File: src/asr_consts.svh
`ifndef ASR_CONSTS_SVH
`define ASR_CONSTS_SVH
`define ASR_CLK_PS 20000
`define ASR_ADDR_W 18
`define ASR_DATA_W 8
// times in picoseconds, fastest grade
`define ASR_T_RC_PS 8000
`define ASR_T_PWE1_PS 5000
`define ASR_T_PWE2_PS 6500
`define ASR_T_SD_PS 4000
`define ASR_T_HZ_PS 3000
// least times round up, at least one cycle
`define ASR_CYC(t) (((t) + `ASR_CLK_PS - 1) / `ASR_CLK_PS)
`define ASR_CNT_W 4
`endif

File: src/asr_pkg.sv
package asr_pkg;
  typedef enum logic [2:0] {
    ASR_IDLE,
    ASR_RD_SEL,
    ASR_RD_CAP,
    ASR_WR_FLOAT,
    ASR_WR_PULSE,
    ASR_WR_HOLD,
    ASR_RECOVER
  } asr_state_t;
endpackage

File: src/asr_ctrl.sv
`timescale 1ns/1ps
`include "asr_consts.svh"
// Operation
// - the write strobe stays high throughout every read cycle.
// - for a read the address is stable no later than the falling edge of select.
// - a write starts with all inputs valid and ends at the first strobe to rise.
// - data and address are timed to the rising edge that ends the write.
// - a write may be timed by select, output enable at either level; the code times every write by the write strobe instead.
// - a write may be timed by the write strobe with output enable held high.
// - with output enable low in a strobe-timed write the longer pulse is used.
module asr_ctrl
  import asr_pkg::*;
#(
  parameter int AW = `ASR_ADDR_W,
  parameter int DW = `ASR_DATA_W
) (
  input wire logic i_mclk,
  input wire logic i_resetn,
  input wire logic i_req,
  input wire logic i_we,
  input wire logic i_oe_low_wr,
  input wire logic [AW-1:0] i_addr,
  input wire logic [DW-1:0] i_wdata,
  output logic o_ready,
  output logic o_rvalid,
  output logic [DW-1:0] o_rdata,
  output logic [AW-1:0] o_word_address,
  output logic o_sel_n,
  output logic o_oe_n,
  output logic o_we_n,
  input wire logic [DW-1:0] i_data_bus,
  output logic [DW-1:0] o_data_bus,
  output logic o_data_bus_oe
);
  localparam int CW = `ASR_CNT_W;
  localparam logic [CW-1:0] RD_CYC = CW'(`ASR_CYC(`ASR_T_RC_PS));
  localparam logic [CW-1:0] HZ_CYC = CW'(`ASR_CYC(`ASR_T_HZ_PS));
  localparam logic [CW-1:0] PW1_CYC = CW'(`ASR_CYC(`ASR_T_PWE1_PS));
  localparam logic [CW-1:0] PW2_CYC = CW'(`ASR_CYC(`ASR_T_PWE2_PS));
  localparam logic [CW-1:0] SD_CYC = CW'(`ASR_CYC(`ASR_T_SD_PS));

  initial begin
    if (AW != `ASR_ADDR_W || DW != `ASR_DATA_W)
      $error("asr_ctrl: memory is 18 by 8 only");
  end

  typedef struct packed {
    asr_state_t st;
    logic oe_low;
    logic ready;
    logic rvalid;
    logic [DW-1:0] rdata;
    logic [AW-1:0] addr;
    logic sel_n;
    logic oe_n;
    logic we_n;
    logic [DW-1:0] dout;
    logic dout_oe;
  } asr_regs_t;

  asr_regs_t r_ff, nxt_r;
  logic tmr_load;
  logic [CW-1:0] tmr_count;
  logic tmr_zero;

  asr_timer #(.CW(CW)) u_timer (
    .i_mclk(i_mclk),
    .i_resetn(i_resetn),
    .i_load(tmr_load),
    .i_count(tmr_count),
    .o_zero(tmr_zero)
  );

  ////////////////////////////////////////////////////////////////
  // sequencing of one access at a time
  always_comb begin
    nxt_r = r_ff;
    nxt_r.rvalid = 1'b0;
    tmr_load = 1'b0;
    tmr_count = '0;
    unique case (r_ff.st)
      ASR_IDLE: begin
        nxt_r.sel_n = 1'b1; // idle: deselected, standby
        nxt_r.we_n = 1'b1;
        nxt_r.oe_n = 1'b1;
        nxt_r.dout_oe = 1'b0;
        if (i_req) begin
          nxt_r.ready = 1'b0;
          nxt_r.addr = i_addr; // address set with select fall
          nxt_r.sel_n = 1'b0;
          if (i_we) begin
            // strobe timed write: select falls now, strobe next
            nxt_r.oe_low = i_oe_low_wr;
            nxt_r.oe_n = !i_oe_low_wr;
            nxt_r.dout = i_wdata;
            nxt_r.st = ASR_WR_FLOAT;
          end else begin
            nxt_r.oe_n = 1'b0; // we high, bus released
            tmr_load = 1'b1;
            tmr_count = RD_CYC;
            nxt_r.st = ASR_RD_SEL;
          end
        end
      end
      ASR_RD_SEL: begin
        // wait out access time before sampling
        if (tmr_zero) begin
          nxt_r.st = ASR_RD_CAP;
        end
      end
      ASR_RD_CAP: begin
        nxt_r.rdata = i_data_bus;
        nxt_r.rvalid = 1'b1;
        nxt_r.sel_n = 1'b1;
        nxt_r.oe_n = 1'b1;
        nxt_r.st = ASR_RECOVER;
      end
      ASR_WR_FLOAT: begin
        // strobe falls with address and select stable; data is driven only later
        nxt_r.we_n = 1'b0;
        tmr_load = 1'b1;
        tmr_count = HZ_CYC; // memory floats within this
        nxt_r.st = ASR_WR_PULSE;
      end
      ASR_WR_PULSE: begin
        // drive only after memory has floated
        if (tmr_zero && !r_ff.dout_oe) begin
          nxt_r.dout_oe = 1'b1;
          tmr_load = 1'b1;
          // longer pulse when output enable is low
          tmr_count = r_ff.oe_low ? PW2_CYC : PW1_CYC;
          if (SD_CYC > tmr_count) tmr_count = SD_CYC;
        end else if (tmr_zero && r_ff.dout_oe) begin
          nxt_r.we_n = 1'b1; // strobe rise ends write
          // memory would drive again into held data otherwise
          nxt_r.oe_n = 1'b1;
          nxt_r.st = ASR_WR_HOLD;
        end
      end
      ASR_WR_HOLD: begin
        // zero hold: release data and select one cycle later
        nxt_r.sel_n = 1'b1;
        nxt_r.oe_n = 1'b1;
        nxt_r.dout_oe = 1'b0;
        nxt_r.st = ASR_RECOVER;
      end
      ASR_RECOVER: begin
        nxt_r.ready = 1'b1;
        nxt_r.st = ASR_IDLE;
      end
      default: begin
        nxt_r.st = ASR_IDLE;
      end
    endcase
  end

  ////////////////////////////////////////////////////////////////
  // single state register
  always_ff @(posedge i_mclk or negedge i_resetn) begin
    if (!i_resetn) begin
      r_ff <= '{st: ASR_IDLE, oe_low: 1'b0, ready: 1'b1, rvalid: 1'b0,
                rdata: '0, addr: '0, sel_n: 1'b1, oe_n: 1'b1,
                we_n: 1'b1, dout: '0, dout_oe: 1'b0};
    end else begin
      r_ff <= nxt_r;
    end
  end

  assign o_ready = r_ff.ready;
  assign o_rvalid = r_ff.rvalid;
  assign o_rdata = r_ff.rdata;
  assign o_word_address = r_ff.addr;
  assign o_sel_n = r_ff.sel_n;
  assign o_oe_n = r_ff.oe_n;
  assign o_we_n = r_ff.we_n;
  assign o_data_bus = r_ff.dout;
  assign o_data_bus_oe = r_ff.dout_oe;
endmodule

File: src/asr_timer.sv
`timescale 1ns/1ps
`include "asr_consts.svh"
// down-counter: load a cycle count, flags zero
module asr_timer
  import asr_pkg::*;
#(
  parameter int CW = `ASR_CNT_W
) (
  input wire logic i_mclk,
  input wire logic i_resetn,
  input wire logic i_load,
  input wire logic [CW-1:0] i_count,
  output logic o_zero
);
  typedef struct packed {
    logic [CW-1:0] cnt;
  } asr_tmr_t;

  asr_tmr_t t_ff, nxt_t;

  initial begin
    if (CW < 1)
      $error("asr_timer: counter needs at least one bit");
  end

  // reload wins over counting; stops at zero
  always_comb begin
    nxt_t = t_ff;
    if (i_load) begin
      nxt_t.cnt = i_count;
    end else if (t_ff.cnt != '0) begin
      nxt_t.cnt = t_ff.cnt - 1'b1;
    end
  end

  // single counter register
  always_ff @(posedge i_mclk or negedge i_resetn) begin
    if (!i_resetn) begin
      t_ff <= '0;
    end else begin
      t_ff <= nxt_t;
    end
  end

  assign o_zero = (t_ff.cnt == '0);
endmodule

File: config.mk
export PLATFORM = sky130hd
export DESIGN_NAME = asr_ctrl
export DESIGN_NICKNAME = d
export VERILOG_FILES = /design/src/asr_pkg.sv /design/src/asr_ctrl.sv /design/src/asr_timer.sv
export VERILOG_INCLUDE_DIRS = /design/src
export SDC_FILE = /design/constraint.sdc
export NUM_CORES = 1
export LEC_CHECK = 0
export ABC_AREA = 1
export BUFFER_PORTS_ARGS = -buffer_cell sky130_fd_sc_hd__buf_2
export CORE_UTILIZATION = 45
export DETAILED_ROUTE_END_ITERATION = 8
export GPL_TIMING_DRIVEN = 0
export PLACE_DENSITY = 0.76
export SLEW_MARGIN = 20
export SYNTH_ARGS = -nofsm -noshare
export SYNTH_HDL_FRONTEND = slang
export SYNTH_SLANG_ARGS = --single-unit
File: constraint.sdc
create_clock -name i_mclk -period 1.3 [get_ports i_mclk]
set_input_delay 0.065 -clock i_mclk [delete_from_list [all_inputs] [get_ports i_mclk]]
set_output_delay 0.065 -clock i_mclk [all_outputs]
set_load 0.01 [all_outputs]
# --- Yosys cells after proc, flatten, opt, wreduce, memory -nomap -nowiden ---
# Index checks and enable logic that the tools add are counted.
word_totals:
  register_bits: 48
  wordCells: 74
  out_inout_bits: 40
  in_bits: 39
classes:
  eq_ne: 11
  add_sub_neg: 1
  muxes: 28
  reduce_logical: 22
ops:
  columns: ["cell", "count"]
  rows:
  - ["one-hot mux 3 bit (5 select lines)", 1]
  - ["one-hot mux 1 bit (3 select lines)", 4]
  - ["!= test 2 bit, second input constant", 5]
  - ["== test 3 bit, second input constant", 3]
  - ["2-to-1 mux 1 bit", 9]
  - ["2-to-1 mux 3 bit", 3]
  - ["2-to-1 mux 9 bit", 1]
  - ["AND reduction 3 bit", 3]
  - ["2-to-1 mux 2 bit", 4]
  - ["2-to-1 mux 4 bit", 2]
  - ["nonzero test 2 bit", 4]
  - ["== test 3 x 2 -> 1 bit, second input constant", 2]
  - ["one-hot mux 1 bit (2 select lines)", 3]
  - ["AND reduction 2 bit", 3]
  - ["nonzero test 3 bit", 2]
  - ["2-to-1 mux 5 bit", 1]
  - ["zero test 4 bit", 1]
  - ["AND reduction 4 bit", 1]
  - ["nonzero test 4 bit", 1]
  - ["OR reduction 2 bit", 2]
  - ["subtractor 4 x 1 -> 4 bit, second input constant", 1]
  - ["== test 3 x 1 -> 1 bit, second input constant", 1]
  - ["zero test 3 bit", 1]
  - ["logical AND 1 bit", 2]
  - ["zero test 1 bit", 2]

# --- Depth between registers and ports, before layout ---
# Gate-level depths: netlist (run 1).
logic_depth:
  ltp_word: 5
  mapped_depth: 8
  depth_no_buf: 8

# --- Hierarchy ---
# A second synthesis (run 1) with hierarchy kept.
hier_totals:
  hier_cells: 282
  hier_area_um2: 2332.2
modules_own_cells:
  columns: ["mod", "cells_each", "n_inst", "seq_area_each_um2", "area_each_um2"]
  rows:
  - ["asr_ctrl", 248, 1, 1081.0, 2089.5]
  - ["asr_timer", 34, 1, 100.1, 242.7]

# --- Worst setup path before layout (run 1) ---
# Ideal clock, no wire load.
synth_timing:
  path_kind: "register to register"
  startpoint: "reg r_ff[41] in the netlist's numbering"
  endpoint: "reg r_ff, in the netlist o_word_address[0]"
  t_arrival_ns: 1.106
  t_required_ns: 1.184
  path_stages_with_launch: 8
  n_path_buf: 1
  slack_ns: 0.078
  cell_sequence: "dfrtp_1 > nor2_4 > nand2_4 > nor2_4 > inv_2 > buf_6 > nand2_1 > nand2_1"
synth_via:
  elab_chain_cells: 2
synth_lines:
  columns: ["element", "line", "text"]
  rows:
  - ["start, declared", "asr_ctrl.sv:61", "asr_regs_t r_ff, nxt_r;"]
  - ["start signal, assigned", "asr_ctrl.sv:161", "r_ff <= '{st: ASR_IDLE, oe_low: 1'b0, ready: 1'b1, rvalid: 1'b0,"]
  - ["start signal, assigned", "asr_ctrl.sv:165", "r_ff <= nxt_r;"]
  - ["zero test 3 bit", "asr_ctrl.sv:81", "unique case (r_ff.st)"]
  - ["AND reduction 2 bit (no source line)", null, null]
# Every way passes these cells.
# A chain may end at the register's enable or synchronous reset.

# --- Worst setup path after layout (run 1) ---
layout_timing:
  startpoint: "reg r_ff[41] in the netlist's numbering"
  endpoint: "reg r_ff, in the netlist o_word_address[11]"
# Same word-level chain as after synthesis.

==> impl_metrics.tcl, run 1 <==
set metrics [dict create \
    outcome "finished, violations left" \
    failed_checks "hold timing" \
    ir_drop_mv 1.29 \
    core_area_mm2 0.00485 \
    crit_slowest_cell "dfrtp_2" \
    skew_ns 0.00989 \
    floorplan.initialDensity_pct 47.9 \
    tns_ns 0 \
    postRouteAntennaNets 0 \
    worst_setup_path_end_kind "flip-flop" \
    cts_buffers 5 \
    gp_congestion 0.862 \
    fin_crit_ns 1.29 \
    async_reset_ff_share_pct 100 \
    drt-total-wl_um 5310 \
    drive_gt1_share_pct 40.4 \
    rsz0062_at_grt "true" \
    worstHoldPathCells 3 \
    nets 440 \
    hold_path.class "in2reg" \
    clockBufferDepth 2 \
    grt_util_all_layers_pct 19.7 \
    power_density_mw_per_mm2 2250 \
    dp_slack_ns -0.0774 \
    regArea_mm2 0.00118 \
    start_kind "flip-flop" \
    grt_pass1_vias 1969 \
    tightestPinTransition_ns 0.587 \
    grt_pass1_wl_um 8150 \
    vias 2095 \
    path_class "reg2reg" \
    holdWs_ns -0.00284 \
    synth.most_common_cell "nand2_1" \
    synthFlopType "dfrtp_1" \
    slew_headroom_pct 60.8 \
    syn_to_final_growth_pct 44.3 \
    drt-met1-wl_um 2250 \
    hold_viol_final 1 \
    path_clk_slew_ns 0.09 \
    ys_seq_elements 47 \
    grt-ovfl-total 0 \
    dieArea_mm2 0.00545 \
    synth_edf_count 0 \
    yosysSeqAreaShare_pct 50.8 \
    diodes 0 \
    reg2reg_from "r_ff[41]" \
    via_per_inst 4.48 \
    tritoncts "yes" \
    htree_levels 2 \
    final_core_util_pct 69.1 \
    synth.avg_cell_area_um2 8.48 \
    final_area_mm2 0.00335 \
    rows 25 \
    wl_per_cell_um 11.4 \
    netlist.area_leader.share_pct 46.3 \
    min-delay-start "i_wdata[7]" \
    worstPathRequired_ns 1.53 \
    crit_path_start "r_ff[41]" \
    maxSlewViolCount 0 \
    dpl-instance-area_mm2 0.00280 \
    synth_area_leaders "dfrtp_1 46%, nand2_1 19%, buf_4 11%" \
    netlist_instances 274 \
    cp_cell_sequence "nor2_4 > nand2_4 > nor2_4 > buf_12 > buf_8 > nand2_1 > nand2_1" \
    yosysTopAreaCell "dfrtp_1" \
    yosys_warnings 0 \
    port_buffers 78 \
    cp_top_family "simple AND/OR/NAND/NOR gates" \
    synth_cell_types 23 \
    syn-num-nets 314 \
    reg2reg_depth 7 \
    crit_buf_inv 2 \
    fin_crit_sh_pct 99.6 \
    max-cap-violations 0 \
    cts-root-buf "clkbuf_8" \
    antenna_found_initial 0 \
    multiInputGateArea_um2 773 \
    grt_max_degree 48 \
    setup_slack_ns 0.00559 \
    place_hpwl_um 3220 \
    crit_fanout 10 \
    met3_wirelength_um 241 \
    p_leak_nw 1.88 \
    drc 0 \
    pin_count 79 \
    clock_latency_ns 0.30 \
    dr.pass1.iters 4 \
    setup_viol 0 \
    arrival_ns 1.52 \
    dr.max_layer_used "met4" \
    crit_cells 7 \
    max_freq_mhz 773 \
    fp.dieW_um 73.9 \
    synth_common_cells "116 x nand2_1, 43 x dfrtp_1, 34 x buf_4" \
    cts_num_sinks 47 \
    fp.dieH_um 73.9 \
    dr_wl_met2_um 2670 \
    cpPeakStageDelay_ns 0.45 \
    synth_area_mm2 0.00232 \
    fillers 373 \
    drt_iter0_markers 83 \
]
[metrics by stage]
step | power, mW | instances | hold slack, ns
3_3_place_gp | 6.03 | 419 | 0.258
4_1_cts | 7.34 | 464 | -0.00652
5_1_grt | 8.20 | 468 | 0.00124
6_report | 7.54 | 468 | -0.00284
3_5_place_dp | 6.14 | 419 | 0.264
2_1_floorplan | 5.12 | 274 | -0.231
[tightest hold or removal path: cells and delay by family]
kind                   cells  cell delay [ns]
buffers and inverters      1             0.08
and+or+nand+nor            2             0.12
[timing repair]
item / 4_1_cts / 5_1_grt
hold endpoints to repair: 62 / 43
cloned: 0 / 1
gates resized for setup: 7 / 17
hold buffers: 29 / 1
endpoints found under the setup margin: 34 / 42
setup buffers: 8 / 2
pin swaps: 4 / 3
[registers in the layout, summed over array words and instances, names as in the netlist, 3 cells and up]
register and cells:
u_timer.t_ff 4, o_data_bus 8, r_ff 3, o_word_address 18, o_rdata 8
[layout make-up]
cell class / instances / area share, %
Sequential cell: 47 / 35.3
Clock buffer: 7 / 2.58
Buffer: 40 / 10.3
Multi-Input combinational cell: 167 / 23.1
Timing Repair inverter: 1 / 0.224
Timing Repair Buffer: 118 / 23.4
Tap cell: 67 / 2.50
Inverter: 20 / 2.50
Clock inverter: 1 / 0.149
[per-layer routing]
layer | vias up | global-route usage (%)
li1 | 1058 | -
met1 | 946 | 22.2
met2 | 72 | 35.2
met3 | 19 | 4.66
met4 | 0 | 8.55
met5 | - | 0
[power breakdown]
group	leakage [nW]	switching, mW	internal [mW]
combinational	1.26	1.97	2.06
clock	0.0482	0.464	0.430
sequential	0.575	0.423	2.20
total	1.88	2.85	4.69
[path summary, 6_finish.rpt]
| check | endpoint | slack [ns] |
|---|---|---|
| max in group asynchronous | r_ff[41] | 0.54 |
| worst min register to register | o_we_n | 0.47 |
| worst max register to register | o_word_address[11] | 0.006 |
| min in group asynchronous | o_rdata[2] | 0.34 |
| worst max-delay path | o_word_address[11] | 0.006 |
| worst min-delay path | o_data_bus[7] | -0.003 |
[layout by cell type (no fill, tap or decap), types with 2 or more instances in the layout]
cell type | synthesis | routed
clkbuf_8 | 0 | 6
clkinvlp_4 | 0 | 2
nand2_1 | 116 | 110
dlygate4sd3_1 | 0 | 30
nor2_4 | 2 | 2
buf_6 | 2 | 4
dfstp_2 | 4 | 4
o21ai_0 | 6 | 6
nand3_2 | 2 | 3
inv_1 | 18 | 15
nor2_1 | 13 | 12
inv_2 | 1 | 2
buf_12 | 2 | 3
nand4_1 | 3 | 3
dfrtp_1 | 43 | 41
dfrtp_2 | 0 | 2
nand2_2 | 0 | 6
nand3_1 | 18 | 17
buf_4 | 34 | 43
inv_4 | 0 | 2
buf_2 | 1 | 77
[kinds of logic after synthesis]
group	share of synthesized area, %
fa+ha+maj	0.538
buf+inv	17.8
compound gates	1.83
xor+xnor	0.377
flops	50.8
simple gates	28.6
Note: power is estimated with default switching activity, not from simulation.
==> run 2, diff against run 1 <==
- HOLD_SLACK_MARGIN: default -> 0.08
==> run 2 against run 1 <==
  * The run now ends clean
  * Cell count increased by 1.1%
  * Routed wire length increased by 1.5%
  * First-iteration DRC count increased by 6.0%
  * Final area increased by 1.5%
  * Worst hold slack improved by 0.15 ns
  * Sequential share of layout area decreased by 0.52 points
  * Sequential power about the same
==> impl_metrics.tcl, run 2 (synthesis results as in run 1) <==
set metrics [dict create \
    outcome "finished, final reports clean" \
    wl_per_cell_um 11.4 \
    syn_to_final_growth_pct 46.4 \
    nets 445 \
    pin_count 79 \
    drive_gt1_share_pct 39.9 \
    cpPeakStageDelay_ns 0.45 \
    hold_path.class "in2reg" \
    fp.dieH_um 73.9 \
    dp_slack_ns -0.0774 \
    stdcell_count 473 \
    path_clk_slew_ns 0.08 \
    setup_slack_ns 0.00679 \
    fp.dieW_um 73.9 \
    port_buffers 78 \
    fin_crit_sh_pct 99.5 \
    tightestPinTransition_ns 0.589 \
    cp_cell_sequence "nor2_4 > nand2_4 > nor2_4 > buf_12 > buf_8 > nand2_1 > nand2_1" \
    clockBufferDepth 2 \
    via_per_inst 4.48 \
    core_area_mm2 0.00485 \
    cts_num_sinks 47 \
    rows 25 \
    slew_headroom_pct 60.8 \
    floorplan.initialDensity_pct 47.9 \
    crit_fanout 10 \
    worstPathRequired_ns 1.53 \
    layout_commonest_cell "nand2_1" \
    cts_buffers 5 \
    maxSlewViolCount 0 \
    place_hpwl_um 3220 \
    max-cap-violations 0 \
    setup_viol 0 \
    grt-ovfl-total 0 \
    grt_pass1_wl_um 8250 \
    grt_pass1_vias 1994 \
    dr.pass1.iters 4 \
    grt_max_degree 48 \
    clock_latency_ns 0.30 \
    placed_cells 419 \
    tritoncts "yes" \
    skew_ns 0.0103 \
    largest_reg_flops 18 \
    path_class "reg2reg" \
    postRouteAntennaNets 0 \
    drt-total-wl_um 5390 \
    start_kind "flip-flop" \
    rsz0062_at_grt "true" \
    antenna_found_initial 0 \
    dieArea_mm2 0.00545 \
    htree_levels 2 \
    p_total_mw 7.56 \
    gp_congestion 0.862 \
    fin_crit_ns 1.29 \
    drc 0 \
    crit_slowest_cell "dfrtp_2" \
    drt_iter0_markers 88 \
    grt_util_all_layers_pct 19.9 \
    layout_common_cells "110 x nand2_1, 77 x buf_2, 43 x buf_4, 41 x dfrtp_1, 35 x dlygate4sd3_1" \
    arrival_ns 1.52 \
    worst_setup_path_end_kind "flip-flop" \
    p_leak_nw 1.91 \
    cts-root-buf "clkbuf_8" \
    holdWs_ns 0.147 \
    hold_viol_final 0 \
    diodes 0 \
    tns_ns 0 \
    vias 2117 \
    max_freq_mhz 773 \
    ir_drop_mv 1.29 \
    power_density_mw_per_mm2 2220 \
]
run 2: what timing repair did:
item	CTS	global route
buffers inserted	8	2
pin swaps	4	3
resized for setup	7	17
hold buffers	34	1
endpoints found under the hold margin	77	43
endpoints found under the setup margin	34	42
cloned	0	1
run 2: power by group:
group / total (mW) / internal, mW / switching, mW
clock network: 0.894 / 0.430 / 0.464
registers: 2.62 / 2.20 / 0.423
logic: 4.04 / 2.07 / 1.97
total: 7.56 / 4.70 / 2.86
run 2: layer usage:
metal	up-vias	share of wire [%]	GRT usage, %
met5	-	0	0
met4	0	2.7	8.55
met3	19	4.1	4.39
met2	75	51	35.9
met1	955	42	22.5
li1	1068	-	-
run 2: critical path: cells and delay by family (launching register included):
kind / cells / cell delay [ns]
flip-flops: 1 / 0.45
buffers and inverters: 2 / 0.29
AND/OR/NAND/NOR: 5 / 0.49
run 2: metrics by stage:
stage / area [um2] / util [%]
6_report: 3400 / 70.2
5_1_grt: 3400 / 70.2
4_1_cts: 3310 / 68.4
3_5_place_dp: 2800 / 57.7
3_3_place_gp: 2800 / 57.7
2_1_floorplan: 2320 / -
run 2: final cells by class:
type,count,area [um2]
fillers,361,1450
plain buffers,40,344
clock inverters,1,5.00
repair inverters,1,7.51
multi-input cells,167,773
clock buffers,7,86.3
well taps,67,83.8
flip-flops and latches,47,1180
repair buffers,123,835
inverters,20,83.8
run 2: path summary, 6_finish.rpt:
kind | startpoint | end | slack, ns | cells past startpoint
max in group asynchronous | i_resetn | r_ff[41] | 0.54 | 2
min in group asynchronous | i_resetn | o_rdata[2] | 0.34 | 2
setup / recovery | r_ff[41] | o_word_address[11] | 0.007 | 7
hold reg to reg | o_we_n | o_we_n | 0.47 | 2
setup reg to reg | r_ff[41] | o_word_address[11] | 0.007 | 7
hold / removal | i_req | u_timer.t_ff[0] | 0.15 | 3
